### src/rtl/hbi_params.svh
// Purpose: constants for the host bus interface
// Assumes: 10 MHz clock
// Notes: fields and timing counts
`ifndef HBI_PARAMS_SVH
`define HBI_PARAMS_SVH
`define HBI_ADDR_W        11
`define HBI_DATA_W        8
`define HBI_NUM_CH        3
`define HBI_NUM_IRQ       6
`define HBI_NUM_FUNC      4
`define HBI_FIFO_DEPTH    16
`define HBI_CLK_NS        100
`define HBI_IRQ_PULSE_NS  300
`define HBI_IRQ_PULSE_CYC ((`HBI_IRQ_PULSE_NS + `HBI_CLK_NS - 1) / `HBI_CLK_NS)
`define HBI_ROUTE_NONE    3'h7
`endif

### src/rtl/hbi_pkg.sv
// Purpose: types for the host bus interface
// Assumes: constants from hbi_params.svh
// Notes: modes and channel selectors
`include "hbi_params.svh"
package hbi_pkg;
    typedef enum logic [1:0] {HBI_MODE_AT, HBI_MODE_M30, HBI_MODE_PS2} hbi_mode_t;
    typedef logic [1:0] hbi_chsel_t;
    typedef logic [2:0] hbi_irqsel_t;
    typedef logic [`HBI_ADDR_W-1:0] hbi_addr_t;
    typedef logic [`HBI_DATA_W-1:0] hbi_data_t;
endpackage

### src/rtl/hbi_fifo.sv
// Purpose: valid/ready FIFO of flip-flops
// Assumes: single clock
// Notes: WIDTH and DEPTH shape storage
`timescale 1ns/1ps
`default_nettype none
module hbi_fifo #(
    parameter int WIDTH = 8,
    parameter int DEPTH = 16
) (
    input  wire logic             clk,
    input  wire logic             rst,
    input  wire logic [WIDTH-1:0] in_data,
    input  wire logic             in_valid,
    output logic                  in_ready,
    output logic      [WIDTH-1:0] out_data,
    output logic                  out_valid,
    input  wire logic             out_ready
);
    localparam int AW = $clog2(DEPTH);
    typedef struct packed {
        logic [DEPTH-1:0][WIDTH-1:0] mem;
        logic [AW-1:0]               wr;
        logic [AW-1:0]               rd;
        logic [AW:0]                 cnt;
    } hbi_fifo_st_t;
    hbi_fifo_st_t s_reg, s_next;
    logic push, pop;
    assign in_ready  = s_reg.cnt != (AW+1)'(DEPTH);
    assign out_valid = s_reg.cnt != '0;
    assign out_data  = s_reg.mem[s_reg.rd];
    assign push      = in_valid & in_ready;
    assign pop       = out_valid & out_ready;
    always_comb begin
        s_next = s_reg;
        if (push) begin
            s_next.mem[s_reg.wr] = in_data;
            s_next.wr = (s_reg.wr == AW'(DEPTH-1)) ? '0 : s_reg.wr + 1'b1;
        end
        if (pop) begin
            s_next.rd = (s_reg.rd == AW'(DEPTH-1)) ? '0 : s_reg.rd + 1'b1;
        end
        if (push && !pop) begin
            s_next.cnt = s_reg.cnt + 1'b1;
        end else if (pop && !push) begin
            s_next.cnt = s_reg.cnt - 1'b1;
        end
    end
    always_ff @(posedge clk or posedge rst) begin
        if (rst) begin
            s_reg <= '0;
        end else begin
            s_reg <= s_next;
        end
    end
endmodule
`default_nettype wire

### src/rtl/hbi_host_if.sv
// Purpose: host I/O port, DMA handshake and interrupt routing
// Assumes: host pins synchronous to clk; config held by outside logic
// Notes: DMA write data from the host is buffered through a 16 word FIFO
`timescale 1ns/1ps
`default_nettype none
`include "hbi_params.svh"
// What this block does
// RULE1 - Drive data bus only during reads
// RULE2 - Read strobe low means read command
// RULE3 - Write strobe low means write command
// RULE4 - AEN high blocks all address decodes
// RULE5 - Latch address at strobe falling edge
// RULE6 - Decode compares all eleven address bits
// RULE7 - Raise DMA request per byte
// RULE8 - Last byte: acknowledge fall clears request
// RULE9 - Demand mode: read fall clears request
// RULE10 - DMA access only while acknowledge low
// RULE11 - Terminal count needs acknowledge; ends transfer
// RULE12 - Terminal count polarity follows host mode
// RULE13 - Route each interrupt to selected line
// RULE14 - Printer modes pulse interrupt low, release
// RULE15 - Respond only while chip select low
// RULE16 - Ready low stretches cycle when waiting
// RULE17 - Reset spares configuration inputs
// RULE18 - Unassigned DMA channels stay idle
module hbi_host_if
    import hbi_pkg::*;
(
    input  wire logic                         clk,
    input  wire logic                         rst,
    input  wire hbi_pkg::hbi_addr_t           host_io_address,
    input  wire hbi_pkg::hbi_data_t           host_data_in,
    output hbi_pkg::hbi_data_t                host_data_out,
    output logic                              host_data_oe,
    input  wire logic                         host_read_strobe_n,
    input  wire logic                         host_write_strobe_n,
    input  wire logic                         aen,
    input  wire logic                         upper_decode_select_n,
    output logic                              io_chan_ready_out,
    output logic                              io_chan_ready_oe,
    output logic                              dma_request_first,
    output logic                              dma_request_second,
    output logic                              dma_request_third,
    input  wire logic                         dma_ack_first_n,
    input  wire logic                         dma_ack_second_n,
    input  wire logic                         dma_ack_third_n,
    input  wire logic                         terminal_count,
    input  wire hbi_pkg::hbi_mode_t           host_mode,
    input  wire hbi_pkg::hbi_addr_t           func_base,
    input  wire logic                         func_wait,
    input  wire hbi_pkg::hbi_data_t           func_rd_data,
    output hbi_pkg::hbi_addr_t                func_addr,
    output logic                              func_rd_pulse,
    output logic                              func_wr_pulse,
    output hbi_pkg::hbi_data_t                func_wr_data,
    input  wire logic                         dma_enable,
    input  wire hbi_pkg::hbi_chsel_t          dma_channel_sel,
    input  wire logic                         dma_byte_want,
    input  wire logic                         dma_last_byte,
    input  wire logic                         dma_to_host,
    input  wire hbi_pkg::hbi_data_t           dma_src_data,
    output logic                              dma_done_pulse,
    output hbi_pkg::hbi_data_t                dma_sink_data,
    output logic                              dma_sink_valid,
    input  wire logic                         dma_sink_ready,
    input  wire logic [`HBI_NUM_FUNC-1:0]     func_irq,
    input  wire logic                         external_interrupt_input,
    input  wire hbi_pkg::hbi_irqsel_t         irq_route [`HBI_NUM_FUNC+1],
    input  wire logic                         enhanced_printer_mode,
    input  wire logic                         extended_printer_mode,
    output logic [`HBI_NUM_IRQ-1:0]           irq_out,
    output logic [`HBI_NUM_IRQ-1:0]           irq_oe
);
    import hbi_pkg::*;

    localparam int PULSE_CYC = `HBI_IRQ_PULSE_CYC;
    localparam int NSRC      = `HBI_NUM_FUNC + 1;

    typedef struct packed {
        logic                     rd_d;
        logic                     wr_d;
        logic                     rd_hit;
        hbi_addr_t                addr;
        hbi_data_t                dout;
        logic                     oe;
        logic                     frd;
        logic                     fwr;
        hbi_data_t                fwd;
        logic [`HBI_NUM_CH-1:0]   ack_d;
        logic                     drq;
        logic                     last;
        logic                     done;
        logic                     prn_src_d;
        logic [2:0]               pulse_cnt;
    } hbi_st_t;

    hbi_st_t s_reg, s_next;

    logic [`HBI_NUM_CH-1:0] ack_n_vec;
    logic                   ack_on, ack_fall, rd_fall, wr_fall, tc_seen;
    logic                   sel_ok, fifo_in_ready, fifo_push;
    logic                   prn_mode, prn_src, prn_rise;
    hbi_addr_t              cyc_addr;

    function automatic logic hit(input hbi_addr_t a, input hbi_addr_t base);
        return a == base;
    endfunction

    function automatic logic tc_active(input logic tc, input hbi_mode_t m);
        return (m == HBI_MODE_PS2) ? !tc : tc;
    endfunction

    assign ack_n_vec = {dma_ack_third_n, dma_ack_second_n, dma_ack_first_n};
    // RULE18 unassigned ack ignored
    assign ack_on    = dma_enable && (dma_channel_sel < 2'h3) && !ack_n_vec[dma_channel_sel];
    assign ack_fall  = ack_on && s_reg.ack_d[dma_channel_sel];
    // RULE2 read command
    assign rd_fall   = !host_read_strobe_n && s_reg.rd_d;
    // RULE3 write command
    assign wr_fall   = !host_write_strobe_n && s_reg.wr_d;
    // RULE15 chip select qualify
    // RULE4 aen blocks decode
    assign sel_ok    = !upper_decode_select_n && !aen;
    // RULE5 address at edge
    assign cyc_addr  = (rd_fall || wr_fall) ? host_io_address : s_reg.addr;
    // RULE11 tc needs ack
    // RULE12 tc polarity by mode
    assign tc_seen   = ack_on && tc_active(terminal_count, host_mode);
    assign fifo_push = ack_on && wr_fall && !dma_to_host;

    always_comb begin
        s_next        = s_reg;
        s_next.rd_d   = host_read_strobe_n;
        s_next.wr_d   = host_write_strobe_n;
        s_next.ack_d  = ack_n_vec;
        s_next.frd    = 1'b0;
        s_next.fwr    = 1'b0;
        s_next.done   = 1'b0;
        if (rd_fall || wr_fall) begin
            s_next.addr = host_io_address;
        end
        // RULE6 full address compare
        if (rd_fall && sel_ok && !ack_on && hit(host_io_address, func_base)) begin
            s_next.rd_hit = 1'b1;
            s_next.frd    = 1'b1;
        end
        if (host_read_strobe_n) begin
            s_next.rd_hit = 1'b0;
        end
        if (wr_fall && sel_ok && !ack_on && hit(host_io_address, func_base)) begin
            s_next.fwr = 1'b1;
            s_next.fwd = host_data_in;
        end
        // RULE10 dma read with ack
        if (rd_fall && ack_on && dma_to_host) begin
            s_next.rd_hit = 1'b1;
            s_next.dout   = dma_src_data;
        end else if (s_reg.frd) begin
            s_next.dout = func_rd_data;
        end
        // RULE1 drive only on read
        s_next.oe = s_next.rd_hit && !host_read_strobe_n;
        // RULE7 request per byte
        // May rise while acknowledge stays low (demand)
        if (dma_enable && dma_byte_want && !s_reg.drq) begin
            s_next.drq  = 1'b1;
            s_next.last = dma_last_byte;
        end
        if (s_reg.drq && s_reg.last) begin
            // RULE8 clear on ack fall
            if (ack_fall) begin
                s_next.drq = 1'b0;
            // RULE9 demand mode clear
            end else if (ack_on && rd_fall) begin
                s_next.drq = 1'b0;
            end
        end else if (s_reg.drq && ack_on && (rd_fall || wr_fall)) begin
            s_next.drq = 1'b0;
        end
        if (tc_seen && (rd_fall || wr_fall)) begin
            s_next.done = 1'b1;
            s_next.drq  = 1'b0;
        end
        if (!dma_enable) begin
            s_next.drq = 1'b0;
        end
        // RULE14 low pulse on event
        s_next.prn_src_d = prn_src;
        if (prn_rise) begin
            s_next.pulse_cnt = 3'(PULSE_CYC);
        end else if (s_reg.pulse_cnt != 3'h0) begin
            s_next.pulse_cnt = s_reg.pulse_cnt - 3'h1;
        end
    end

    // RULE17 config kept on reset
    always_ff @(posedge clk or posedge rst) begin
        if (rst) begin
            s_reg      <= '0;
            s_reg.rd_d <= 1'b1;
            s_reg.wr_d <= 1'b1;
            s_reg.ack_d <= '1;
        end else begin
            s_reg <= s_next;
        end
    end

    hbi_fifo #(
        .WIDTH (`HBI_DATA_W),
        .DEPTH (`HBI_FIFO_DEPTH)
    ) u_fifo (
        .clk       (clk),
        .rst       (rst),
        .in_data   (host_data_in),
        .in_valid  (fifo_push),
        .in_ready  (fifo_in_ready),
        .out_data  (dma_sink_data),
        .out_valid (dma_sink_valid),
        .out_ready (dma_sink_ready)
    );

    assign host_data_out  = s_reg.dout;
    assign host_data_oe   = s_reg.oe;
    assign func_addr      = s_reg.addr;
    assign func_rd_pulse  = s_reg.frd;
    assign func_wr_pulse  = s_reg.fwr;
    assign func_wr_data   = s_reg.fwd;
    assign dma_done_pulse = s_reg.done;

    // RULE18 unassigned request idle
    assign dma_request_first  = s_reg.drq && (dma_channel_sel == 2'h0) && fifo_in_ready;
    assign dma_request_second = s_reg.drq && (dma_channel_sel == 2'h1) && fifo_in_ready;
    assign dma_request_third  = s_reg.drq && (dma_channel_sel == 2'h2) && fifo_in_ready;

    // RULE16 wait stretches cycle
    assign io_chan_ready_out = 1'b0;
    assign io_chan_ready_oe  = func_wait && s_reg.rd_hit | (func_wait && !host_write_strobe_n
                               && hit(cyc_addr, func_base) && sel_ok);

    assign prn_mode = enhanced_printer_mode || extended_printer_mode;
    assign prn_src  = func_irq[0];
    assign prn_rise = prn_mode && prn_src && !s_reg.prn_src_d;

    // RULE13 interrupt routing
    always_comb begin
        irq_out = '0;
        irq_oe  = '0;
        for (int i = 0; i < NSRC; i++) begin
            if (irq_route[i] < 3'(`HBI_NUM_IRQ)) begin
                if (i == 0 && prn_mode) begin
                    if (s_reg.pulse_cnt != 3'h0) begin
                        irq_oe[irq_route[i]] = 1'b1;
                    end
                end else begin
                    irq_oe[irq_route[i]] = 1'b1;
                    if ((i < `HBI_NUM_FUNC) ? func_irq[i] : external_interrupt_input) begin
                        irq_out[irq_route[i]] = 1'b1;
                    end
                end
            end
        end
    end
endmodule
`default_nettype wire

### config.mk
export PLATFORM = sky130hd
export DESIGN_NAME = hbi_host_if
export DESIGN_NICKNAME = d
export VERILOG_FILES = /design/src/rtl/hbi_pkg.sv /design/src/rtl/hbi_fifo.sv /design/src/rtl/hbi_host_if.sv
export VERILOG_INCLUDE_DIRS = /design/src /design/src/rtl
export SDC_FILE = /design/constraint.sdc
export NUM_CORES = 1
export LEC_CHECK = 0
export ABC_AREA = 1
export ABC_CLOCK_PERIOD_IN_PS = 5400
export BUFFER_PORTS_ARGS = -buffer_cell sky130_fd_sc_hd__buf_2
export CAP_MARGIN = 25
export CORE_ASPECT_RATIO = 1.25
export CORE_MARGIN = 2
export CORE_UTILIZATION = 45
export CTS_CLUSTER_SIZE = 40
export DETAILED_ROUTE_END_ITERATION = 8
export HOLD_SLACK_MARGIN = 0.12
export REMOVE_ABC_BUFFERS = 1
export SYNTH_ARGS = -nofsm -noshare
export SYNTH_HDL_FRONTEND = slang
export SYNTH_HIERARCHICAL = 1
export SYNTH_SLANG_ARGS = --single-unit
### constraint.sdc
create_clock -name clk -period 5.4 [get_ports clk]
set_input_delay 0.54 -clock clk [delete_from_list [all_inputs] [get_ports clk]]
set_output_delay 0.54 -clock clk [all_outputs]
set_load 0.05 [all_outputs]
---- Word level (Yosys, flattened, before mapping) ----
Index checks and enable logic that the tools add are counted.
word-level totals
  word-level logic and storage cells ...... 202
  bits in writable memories ............... 0
  memory bits (read-only) ................. 0
  flip-flop bits (word level) ............. 184
  latch bits .............................. 0
  output and inout bits ................... 57
  input port bits ......................... 88
  memories ................................ 0
operators by class
  div/mod/pow operators ................... 0
  add/sub/neg operators ................... 5
  shift-type cells ........................ 0
  order comparisons ....................... 20
  bitwise gates (word level) .............. 11
  reductions and logical operators ........ 64
  multiplexer cells ....................... 60
  eq/ne operators ......................... 8
  multipliers ............................. 0
operators by type and width
  kind                 number
  $bwmux 128           1
  $mux 6               18
  $or 6x6->6           8
  $logic_and 1x1->1    44
  $bmux 8 s4           1
  $demux 8 s4          1
  $mux 8               4
  $eq 11x11->1         2
  $lt 3x4->1 const B   5
  $mux 1               19
  $demux 1 s3          5
  $ge 3x1->1 const B   5
  $lt 3x3->1 const B   5
  $logic_not 1->1      12
  $mux 11              1
  $lt 4x5->1 const B   2
  $mux 5               2
  $mux 9               1
  $add 4x1->4 const B  2
  $eq 4x4->1 const B   2
  $mux 4               2
  $mux 3               2
  $reduce_bool 2->1    3
  $add 5x1->5 const B  1
  16 further kinds     20

---- Longest topological paths before layout ----
Gate-level depths: netlist of the first run.
  depth after elaboration ................. 19
  depth in mapped cells ................... 20

---- Cells and area by module ----
The synthesis of the first run kept the hierarchy.
modules (own cells, without submodules)
  module       cells an instance  sequential area each (µm²)  area an instance (µm²)  instances
  hbi_fifo     976                3,528.4                     7,349.5                 1
  hbi_host_if  429                1,082.3                     3,111.7                 1

---- Worst setup path after synthesis of the first run ----
No wires, ideal clock.
  kind .................................... input port to flip-flop
  start ................................... input dma_channel_sel[0]
  end ..................................... register u_fifo/s_reg[4] (netlist bit)
  stages .................................. 19
  setup slack ............................. 2,479 ps
  buffers on the path ..................... 3
  data arrival time ....................... 2,857 ps
  setup time .............................. 65 ps
  cells stage by stage .................... o21ai_0 nand2_1 nor2_2 buf_4 inv_2 nor3_1 buf_2 buf_6 nand2_4 inv_1 ha_1 inv_1 fa_1 nand2_1 nand2_1 nand2_1 xor2_1 nand2_1 nand2_1
on the way
  word-level cells in the longest chain between the ends .. 10
  elaborated cells on any way between the ends .. 14
ends and longest elaborated chain
  element                             RTL line            RTL
  start, declared                     hbi_host_if.sv:57   input wire hbi_pkg::hbi_chsel_t dma_channel_sel,
  $bmux 1 s2                          hbi_host_if.sv:115  assign ack_on = dma_enable && (dma_channel_sel < 2'h3) && !ack_n_vec[dma_channel_sel];
  $mux 1 (implied by the code)        hbi_host_if.sv:115
  $logic_not 1->1                     hbi_host_if.sv:115
  $logic_and 1x1->1 *                 hbi_host_if.sv:115
  $logic_and 1x1->1 * (2 in series)   hbi_host_if.sv:129  assign fifo_push = ack_on && wr_fall && !dma_to_host;
  net fifo_push                       hbi_host_if.sv:101  logic sel_ok, fifo_in_ready, fifo_push;
  $and 1x1->1 *                       hbi_fifo.sv:31      assign push = in_valid & in_ready;
  net u_fifo.push                     hbi_fifo.sv:27      logic push, pop;
  $logic_not 1->1                     hbi_fifo.sv:44      end else if (pop && !push) begin
  $logic_and 1x1->1                   hbi_fifo.sv:44
  $reduce_bool 2->1 (no source line)  --
  end signal, assigned                hbi_fifo.sv:52      s_reg <= s_next;
  end, declared                       hbi_fifo.sv:26      hbi_fifo_st_t s_reg, s_next;
Mark *: on every way through the listed nets, which the timed path passes. The rest lies on a longest branch. The select of a mux whose other input is x is not followed.
A chain may end at the register's enable or synchronous reset.

---- Worst setup path in the final report of the first run ----
  start ................................... register u_fifo/s_reg[5] (netlist bit)
  end ..................................... output dma_sink_data[1]
on the way
  word-level cells in the longest chain between the ends .. 2
ends and longest elaborated chain
  element                       RTL line           RTL
  $bmux 8 s4                    hbi_fifo.sv:30     assign out_data = s_reg.mem[s_reg.rd];
  $mux 8 (implied by the code)  hbi_fifo.sv:30
  end, declared                 hbi_host_if.sv:63  output hbi_pkg::hbi_data_t dma_sink_data,
No other way between the ends. The select of a mux whose other input is x is not followed.

==> reports/qor.csv, run 1 <==
metric,value,unit
crit_fanout,51,
areaGrowthSynthToFinish,11.31,%
synth-xor-area-share,0.01256,
powerDensity,413.8,nW/um^2
grt_pass1_wl,44330,um
ant_nets,0,
ctsResizeCount,0,
startpoint,u_fifo/s_reg[5],
clockRootBuffer,clkbuf_16,
overflow,0,
wirelength,26620,um
drv_cap,0,
ir_drop,231.7,uV
wl_per_cell,14.88,um
synth_fa_ha_area_frac,0.01507,
ios,145,
max_stage_delay,0.63,ns
yosys_most_used_dff,dfrtp_1,
die_h,174.5,um
cts_buffers,17,
grt_use_total,0.2268,
finalClockSkew,0.01308,ns
synth_compound_area_frac,0.09437,
max_freq,297.7,MHz
setup-tns-final,0,ns
dp_slack,1.890,ns
cp-start-kind,flop,
ys_ff_latch,184,
finalSetupViolations,0,
crit_family,buffers and inverters,
endpoint_kind,primary output,
path_class,flop to primary output,
worst_ep_arrival_time,2.82,ns
async_flop_share,1.000,
crit_cells,10,
synth_area_leader_cell,dfrtp_1,
syn_area,10460,sq um
cpMaxStageDelayCell,dfrtp_2,
avgSynthCellArea,7.446,sq um
vias,8990,
min_period,3.359,ns
slew_viol_final,0,
leakage,5.939,nW
yosysSeqAreaShare,0.4407,
vias_per_cell,5.025,
drive_gt1_frac,0.1479,
hold_start,dma_ack_second_n,
crit_buf_inv,4,
drcViolationCount,0,
muxShareOfSynthArea,0.001076,
status,"finished, final reports clean",
crit_top_cell,nand2_1,
drt_iter0_drc,565,
core,22880,sq um
num_antenna_cells,0,
synth_top_family_by_area,simple AND/OR/NAND/NOR gates,
synth_cells,1405,
rrSetupSlack,2.72,ns
place.gp.congestion,0.8288,
hold_class,input port to flop,
fin_ws,2.041,ns
path_cells,"inv_2, buf_4, nand2_1, nand3_1, nand2_1, nand2_1, nand2_1, inv_1, nand2_1, buf_2",
die_w,140.4,um
grt_max_degree,110,
placed_area,11000,sq um
rr_endpoint,u_fifo/s_reg[4],
yosys_warnings,6,
placementRows,62,
synth_top_area_share,0.4282,
post_cts_buffers,0,
cts_buffer_depth,2,
yosys.area_share.simple,0.3014,
initial_core_util,0.4571,
ctsHoldBuffers,0,
synth_edf_count,0,
dr.pass1.iters,5,
cp_data_required_time,4.86,ns
grt_pass1_vias,8735,
clock_sinks,184,
ff2ff_path_depth,14,
rsz0062_at_grt,no,
r2r_start,s_reg[41],
final_area,11640,sq um
finalHoldViolations,0,
largest_reg_flops,141,
path_clk_slew,0.07,ns
antenna_found_initial,0,
insertion_delay,0.44,ns
slew_headroom,0.5416,
htreeDepth,4,
fin_nets,1590,
io_buffers,143,
total_power,4.818,mW
crit_end,dma_sink_data[1],
die-area,24490,sq um
tightest_slew,0.6868,ns
synth.area.top_cells,"dfrtp_1 (43%), nand2_1 (15%), nand3_1 (7.8%)",
cts_tree,done,
fin_crit_sh,0.6221,
synth_cell_types,42,
place_hpwl,18170,um
## layer usage
layer	global-route usage	up-vias	routed length, um
met3	0.04766	29	1292
met2	0.3887	209	12900
met4	0.07071	0	516
met5	0	-	0
li1	-	4573	-
met1	0.2877	4179	11910
## worst min-delay path by stage
stage                     cells after the start               end
after floorplan                               2  u_fifo/s_reg[27]
after global placement                        2   func_wr_data[3]
after detailed placement                      2   func_wr_data[5]
after CTS                                     1          s_reg[8]
after global routing                          1          s_reg[9]
final                                         1          s_reg[8]
## synthesized netlist by cell type (10+ instances only)
master    number
a21oi_1       20
buf_2         20
buf_4         31
buf_6         14
clkbuf_1      16
dfrtp_1      179
ha_1          11
inv_1        211
nand2_1      430
nand3_1      163
nand3b_1      10
nand4_1       16
nor2_1        40
nor3_1        18
o21ai_0      141
o21ai_1       10
## worst reg2reg max path, stage by stage (launching register included)
cell and delay, ns:
dfstp_2 0.55, nand2_4 0.15, nor3_2 0.19, buf_4 0.34, nand2_4 0.11, inv_1 0.14
ha_1 0.18, inv_1 0.11, fa_1 0.39, nand2_1 0.09, nand2_1 0.06, nand2_1 0.06
xor2_1 0.14, nand2_1 0.06, nand2_1 0.05
## kinds of logic after synthesis
logic type | count (synthesis)
fa+ha+maj | 12
compound gates | 187
other cells | 1
flops | 184
simple gates | 702
buf+inv | 303
xor+xnor | 15
mux | 1
## through the flow
stage / utilization / hold slack (ns) / std cells
2_1_floorplan: - / 0.4529 / 1319
3_3_place_gp: 0.4808 / 0.4627 / 1756
3_5_place_dp: 0.4808 / 0.4677 / 1756
4_1_cts: 0.5063 / 0.1852 / 1786
5_1_grt: 0.5089 / 0.1806 / 1789
6_report: 0.5089 / 0.2060 / 1789
## cell type report
cell class | count | area [sq um]
clock buffer | 22 | 464.2
clock inverter | 8 | 121.4
fill | 2298 | 11240
inverter | 217 | 819.5
multi-input combinational | 918 | 4449
sequential | 184 | 4612
tap | 288 | 360.3
timing repair buffer | 152 | 818.3
## placed cells by master (no fill, tap or decap), types with 2 or more instances in the layout
cell type	count
o21ai_0	141
nand3_2	3
o211ai_1	3
bufinv_16	3
buf_4	6
o21ai_1	10
o21ai_2	9
nand4_1	16
nand3b_1	10
nor3_1	17
nand2_4	4
nor2_1	40
nor3_2	2
clkbuf_8	2
inv_2	5
nand3_1	163
dfstp_2	5
clkinv_1	3
nor2_2	2
clkinv_2	3
nand3_4	8
clkbuf_1	3
o22ai_1	2
ha_1	11
inv_1	208
dfrtp_1	178
nand2_1	430
xnor2_1	9
inv_6	2
buf_2	143
or4_1	2
a21oi_1	20
clkbuf_16	17
xor2_1	6
## where the power goes
group          leakage (nW)  internal, mW  switching [mW]
clock network         0.286         0.748           0.529
registers              2.47          1.55           0.172
logic                  3.18         0.532            1.28
No activity file was read; power rests on OpenSTA's default activity.
==> run 2, diff against run 1 <==
Settings changed: ABC_CLOCK_PERIOD_IN_PS 5400 to 2750, PLACE_DENSITY from default to 0.67.
Clock period 5.4 ns to 2.75 ns, I/O delays scaled along.
==> reports/qor.csv, run 2 (synthesis results as in run 1) <==
metric,value,unit,change
status,"finished, final reports clean",,
slew_headroom,0.5601,,+0.01850
fillers,2163,,-5.9%
ff2ff_path_depth,12,,-2
fin_crit_sh,0.9422,,
path_cells,"dlygate4sd3_1, buf_2, o21ai_0, nand2_1, nor2_2, inv_2, nor3_4, nand2_4, inv_2, ha_1, inv_2, fa_1, nand2_1, nand2_1, nand2_1, xor2_1, nand2_1, nand2_1",,
cts_buffer_depth,2,,unchanged
tightest_slew,0.6591,ns,-0.02772 ns
die-area,24490,sq um,unchanged
max_stage_delay,0.54,ns,-0.09 ns
final_common_cell,nand2_1,,
rr_endpoint,u_fifo/s_reg[4],,
largest_reg_flops,141,,unchanged
htreeDepth,4,,unchanged
drt_iter0_drc,562,,-0.53%
clockRootBuffer,clkbuf_16,,
place_hpwl,19640,um,+8.1%
vias,9387,,+4.4%
crit_fanout,6,,-88%
holdPathEnd,host_data_out[7],,
grt_pass1_vias,9181,,+5.1%
fin_util,0.5301,,+0.02121
die_h,174.5,um,unchanged
switching_share,0.4284,,+0.01642
initial_core_util,0.4571,,unchanged
placementRows,62,,unchanged
ir_drop,431.5,uV,+86%
max_freq,385.9,MHz,
min_path_cells,3,,+2
crit_top_cell,nand2_1,,
io_buffers,143,,unchanged
worst_ep_arrival_time,2.96,ns,+0.14 ns
rrSetupSlack,0.47,ns,-2.25 ns
dr.pass1.iters,5,,unchanged
vias_per_cell,5.104,,+1.6%
ios,145,,unchanged
p_sw,4.084,mW,+110%
drv_cap,0,,unchanged
slew_viol_final,0,,unchanged
grt_use_total,0.2311,,+0.004298
fin_nets,1638,,+3.0%
min_period,2.591,ns,
num_antenna_cells,0,,unchanged
crit_buf_inv,5,,+1
hold_class,input port to flop,,
ant_nets,0,,unchanged
powerDensity,785.9,nW/um^2,+90%
pwr-share-comb,0.397,,+0.020
drive_gt1_frac,0.1528,,+0.004903
wl_per_cell,15.02,um,+0.93%
cp-start-kind,input port,,
crit_family,buffers and inverters,,
placed_area,11090,sq um,+0.84%
cts_buffers,17,,unchanged
final_area,12130,sq um,+4.2%
clkPwrFrac,0.255,,-0.010
die_w,140.4,um,unchanged
overflow,0,,unchanged
cpMaxStageDelayCell,dlygate4sd3_1,,
cts_tree,done,,
insertion_delay,0.44,ns,about the same
cp_data_required_time,3.12,ns,-1.74 ns
areaGrowthSynthToFinish,15.96,%,
hold_start,dma_src_data[7],,
leakage,6.159,nW,+3.7%
layout_common_cells,"nand2_1 (430), inv_1 (206), dfrtp_1 (178), nand3_1 (163), buf_2 (142)",,
wirelength,27620,um,+3.8%
grt_max_degree,62,,-44%
path_clk_slew,0.08,ns,about the same
finalHoldViolations,0,,unchanged
drcViolationCount,0,,unchanged
path_class,input port to flop,,
internal-power,5.450,mW,+92%
power_frac_seq,0.349,,-0.009
clock_sinks,184,,unchanged
finalClockSkew,0.02043,ns,+0.007349 ns
r2r_start,u_fifo/s_reg[0],,
setup-tns-final,0,ns,unchanged
place.gp.congestion,0.8686,,+4.8%
finalSetupViolations,0,,unchanged
antenna_found_initial,0,,unchanged
core,22880,sq um,unchanged
grt_pass1_wl,45450,um,+2.5%
endpoint_kind,flop,,
-- run 2: cell types whose count changed in the layout (fill, tap and decap cells not counted), moves of 3 or more --
cell	before	now
clkinv_2	3	0
bufinv_16	3	0
inv_8	0	3
buf_4	6	13
dlygate4sd3_1	1	41
inv_6	2	8
clkbuf_1	3	0
-- run 2: per-layer routing --
metal	GRT usage	wire length (um)	vias to the layer above
met4	0.08418	716	0
met3	0.05152	1493	48
met5	0	0	-
met1	0.2756	11540	4395
met2	0.4081	13870	268
li1	-	-	4676
-- run 2: worst max path at each step --
stage / to / start / slack [ns] / cells after the start
after floorplan: u_fifo/s_reg[4] / dma_channel_sel[0] / -1.63 / 16
after global placement: u_fifo/s_reg[4] / dma_channel_sel[0] / 0.25 / 17
after detailed placement: u_fifo/s_reg[4] / dma_channel_sel[0] / 0.12 / 17
after CTS: u_fifo/s_reg[4] / dma_ack_third_n / 0.08 / 18
after global routing: u_fifo/s_reg[4] / dma_ack_third_n / -0.03 / 18
final: u_fifo/s_reg[4] / dma_ack_third_n / 0.16 / 18
-- run 2: cell type report --
| type | count | area [sq um] | share of cell area |
|---|---|---|---|
| clock inverters | 14 | 145.1 | 0.01196 |
| multi-input cells | 918 | 4464 | 0.3680 |
| clock buffers | 18 | 439.2 | 0.03620 |
| inverters | 217 | 819.5 | 0.06756 |
| flip-flops and latches | 184 | 4612 | 0.3802 |
| repair buffers | 200 | 1290 | 0.1063 |
| well taps | 288 | 360.3 | 0.02971 |
-- run 2: repair_timing --
| item | 4_1_cts | 5_1_grt |
|---|---|---|
| hold buffers | 41 | 0 |
| endpoints found under the hold margin | 92 | 0 |
| endpoints found under the setup margin | 0 | 3 |
| gates resized for setup | 0 | 7 |
| buffers inserted | 0 | 0 |
-- run 2: per-stage QoR --
stage,total power [mW],setup slack [ns],hold slack [ns],cells
6_report,9.534,0.1589,0.1338,1839
4_1_cts,9.599,0.08053,0.1331,1838
5_1_grt,10.16,-0.02770,0.1350,1839
3_5_place_dp,7.064,0.1244,0.4038,1765
3_3_place_gp,7.023,0.2547,0.3935,1765
2_1_floorplan,5.962,-1.629,0.2795,1319
-- run 2: worst register-to-register path, stage by stage, from the launching register on --
cell     delay (ns)
dfrtp_1        0.45
nor2_2         0.20
nand4_1        0.14
nand2_1        0.23
ha_1           0.23
inv_2          0.08
fa_1           0.38
nand2_1        0.09
nand2_1        0.06
nand2_1        0.08
xor2_1         0.15
nand2_1        0.07
nand2_1        0.05
-- run 2: power groups by stage --
stage / clock network (mW) / logic (mW) / registers [mW]
2_1_floorplan: 0 / 2.36 / 3.61
3_3_place_gp: 0 / 3.66 / 3.36
3_5_place_dp: 0 / 3.70 / 3.36
4_1_cts: 2.49 / 3.79 / 3.32
5_1_grt: 2.60 / 4.19 / 3.37
6_report: 2.43 / 3.78 / 3.33
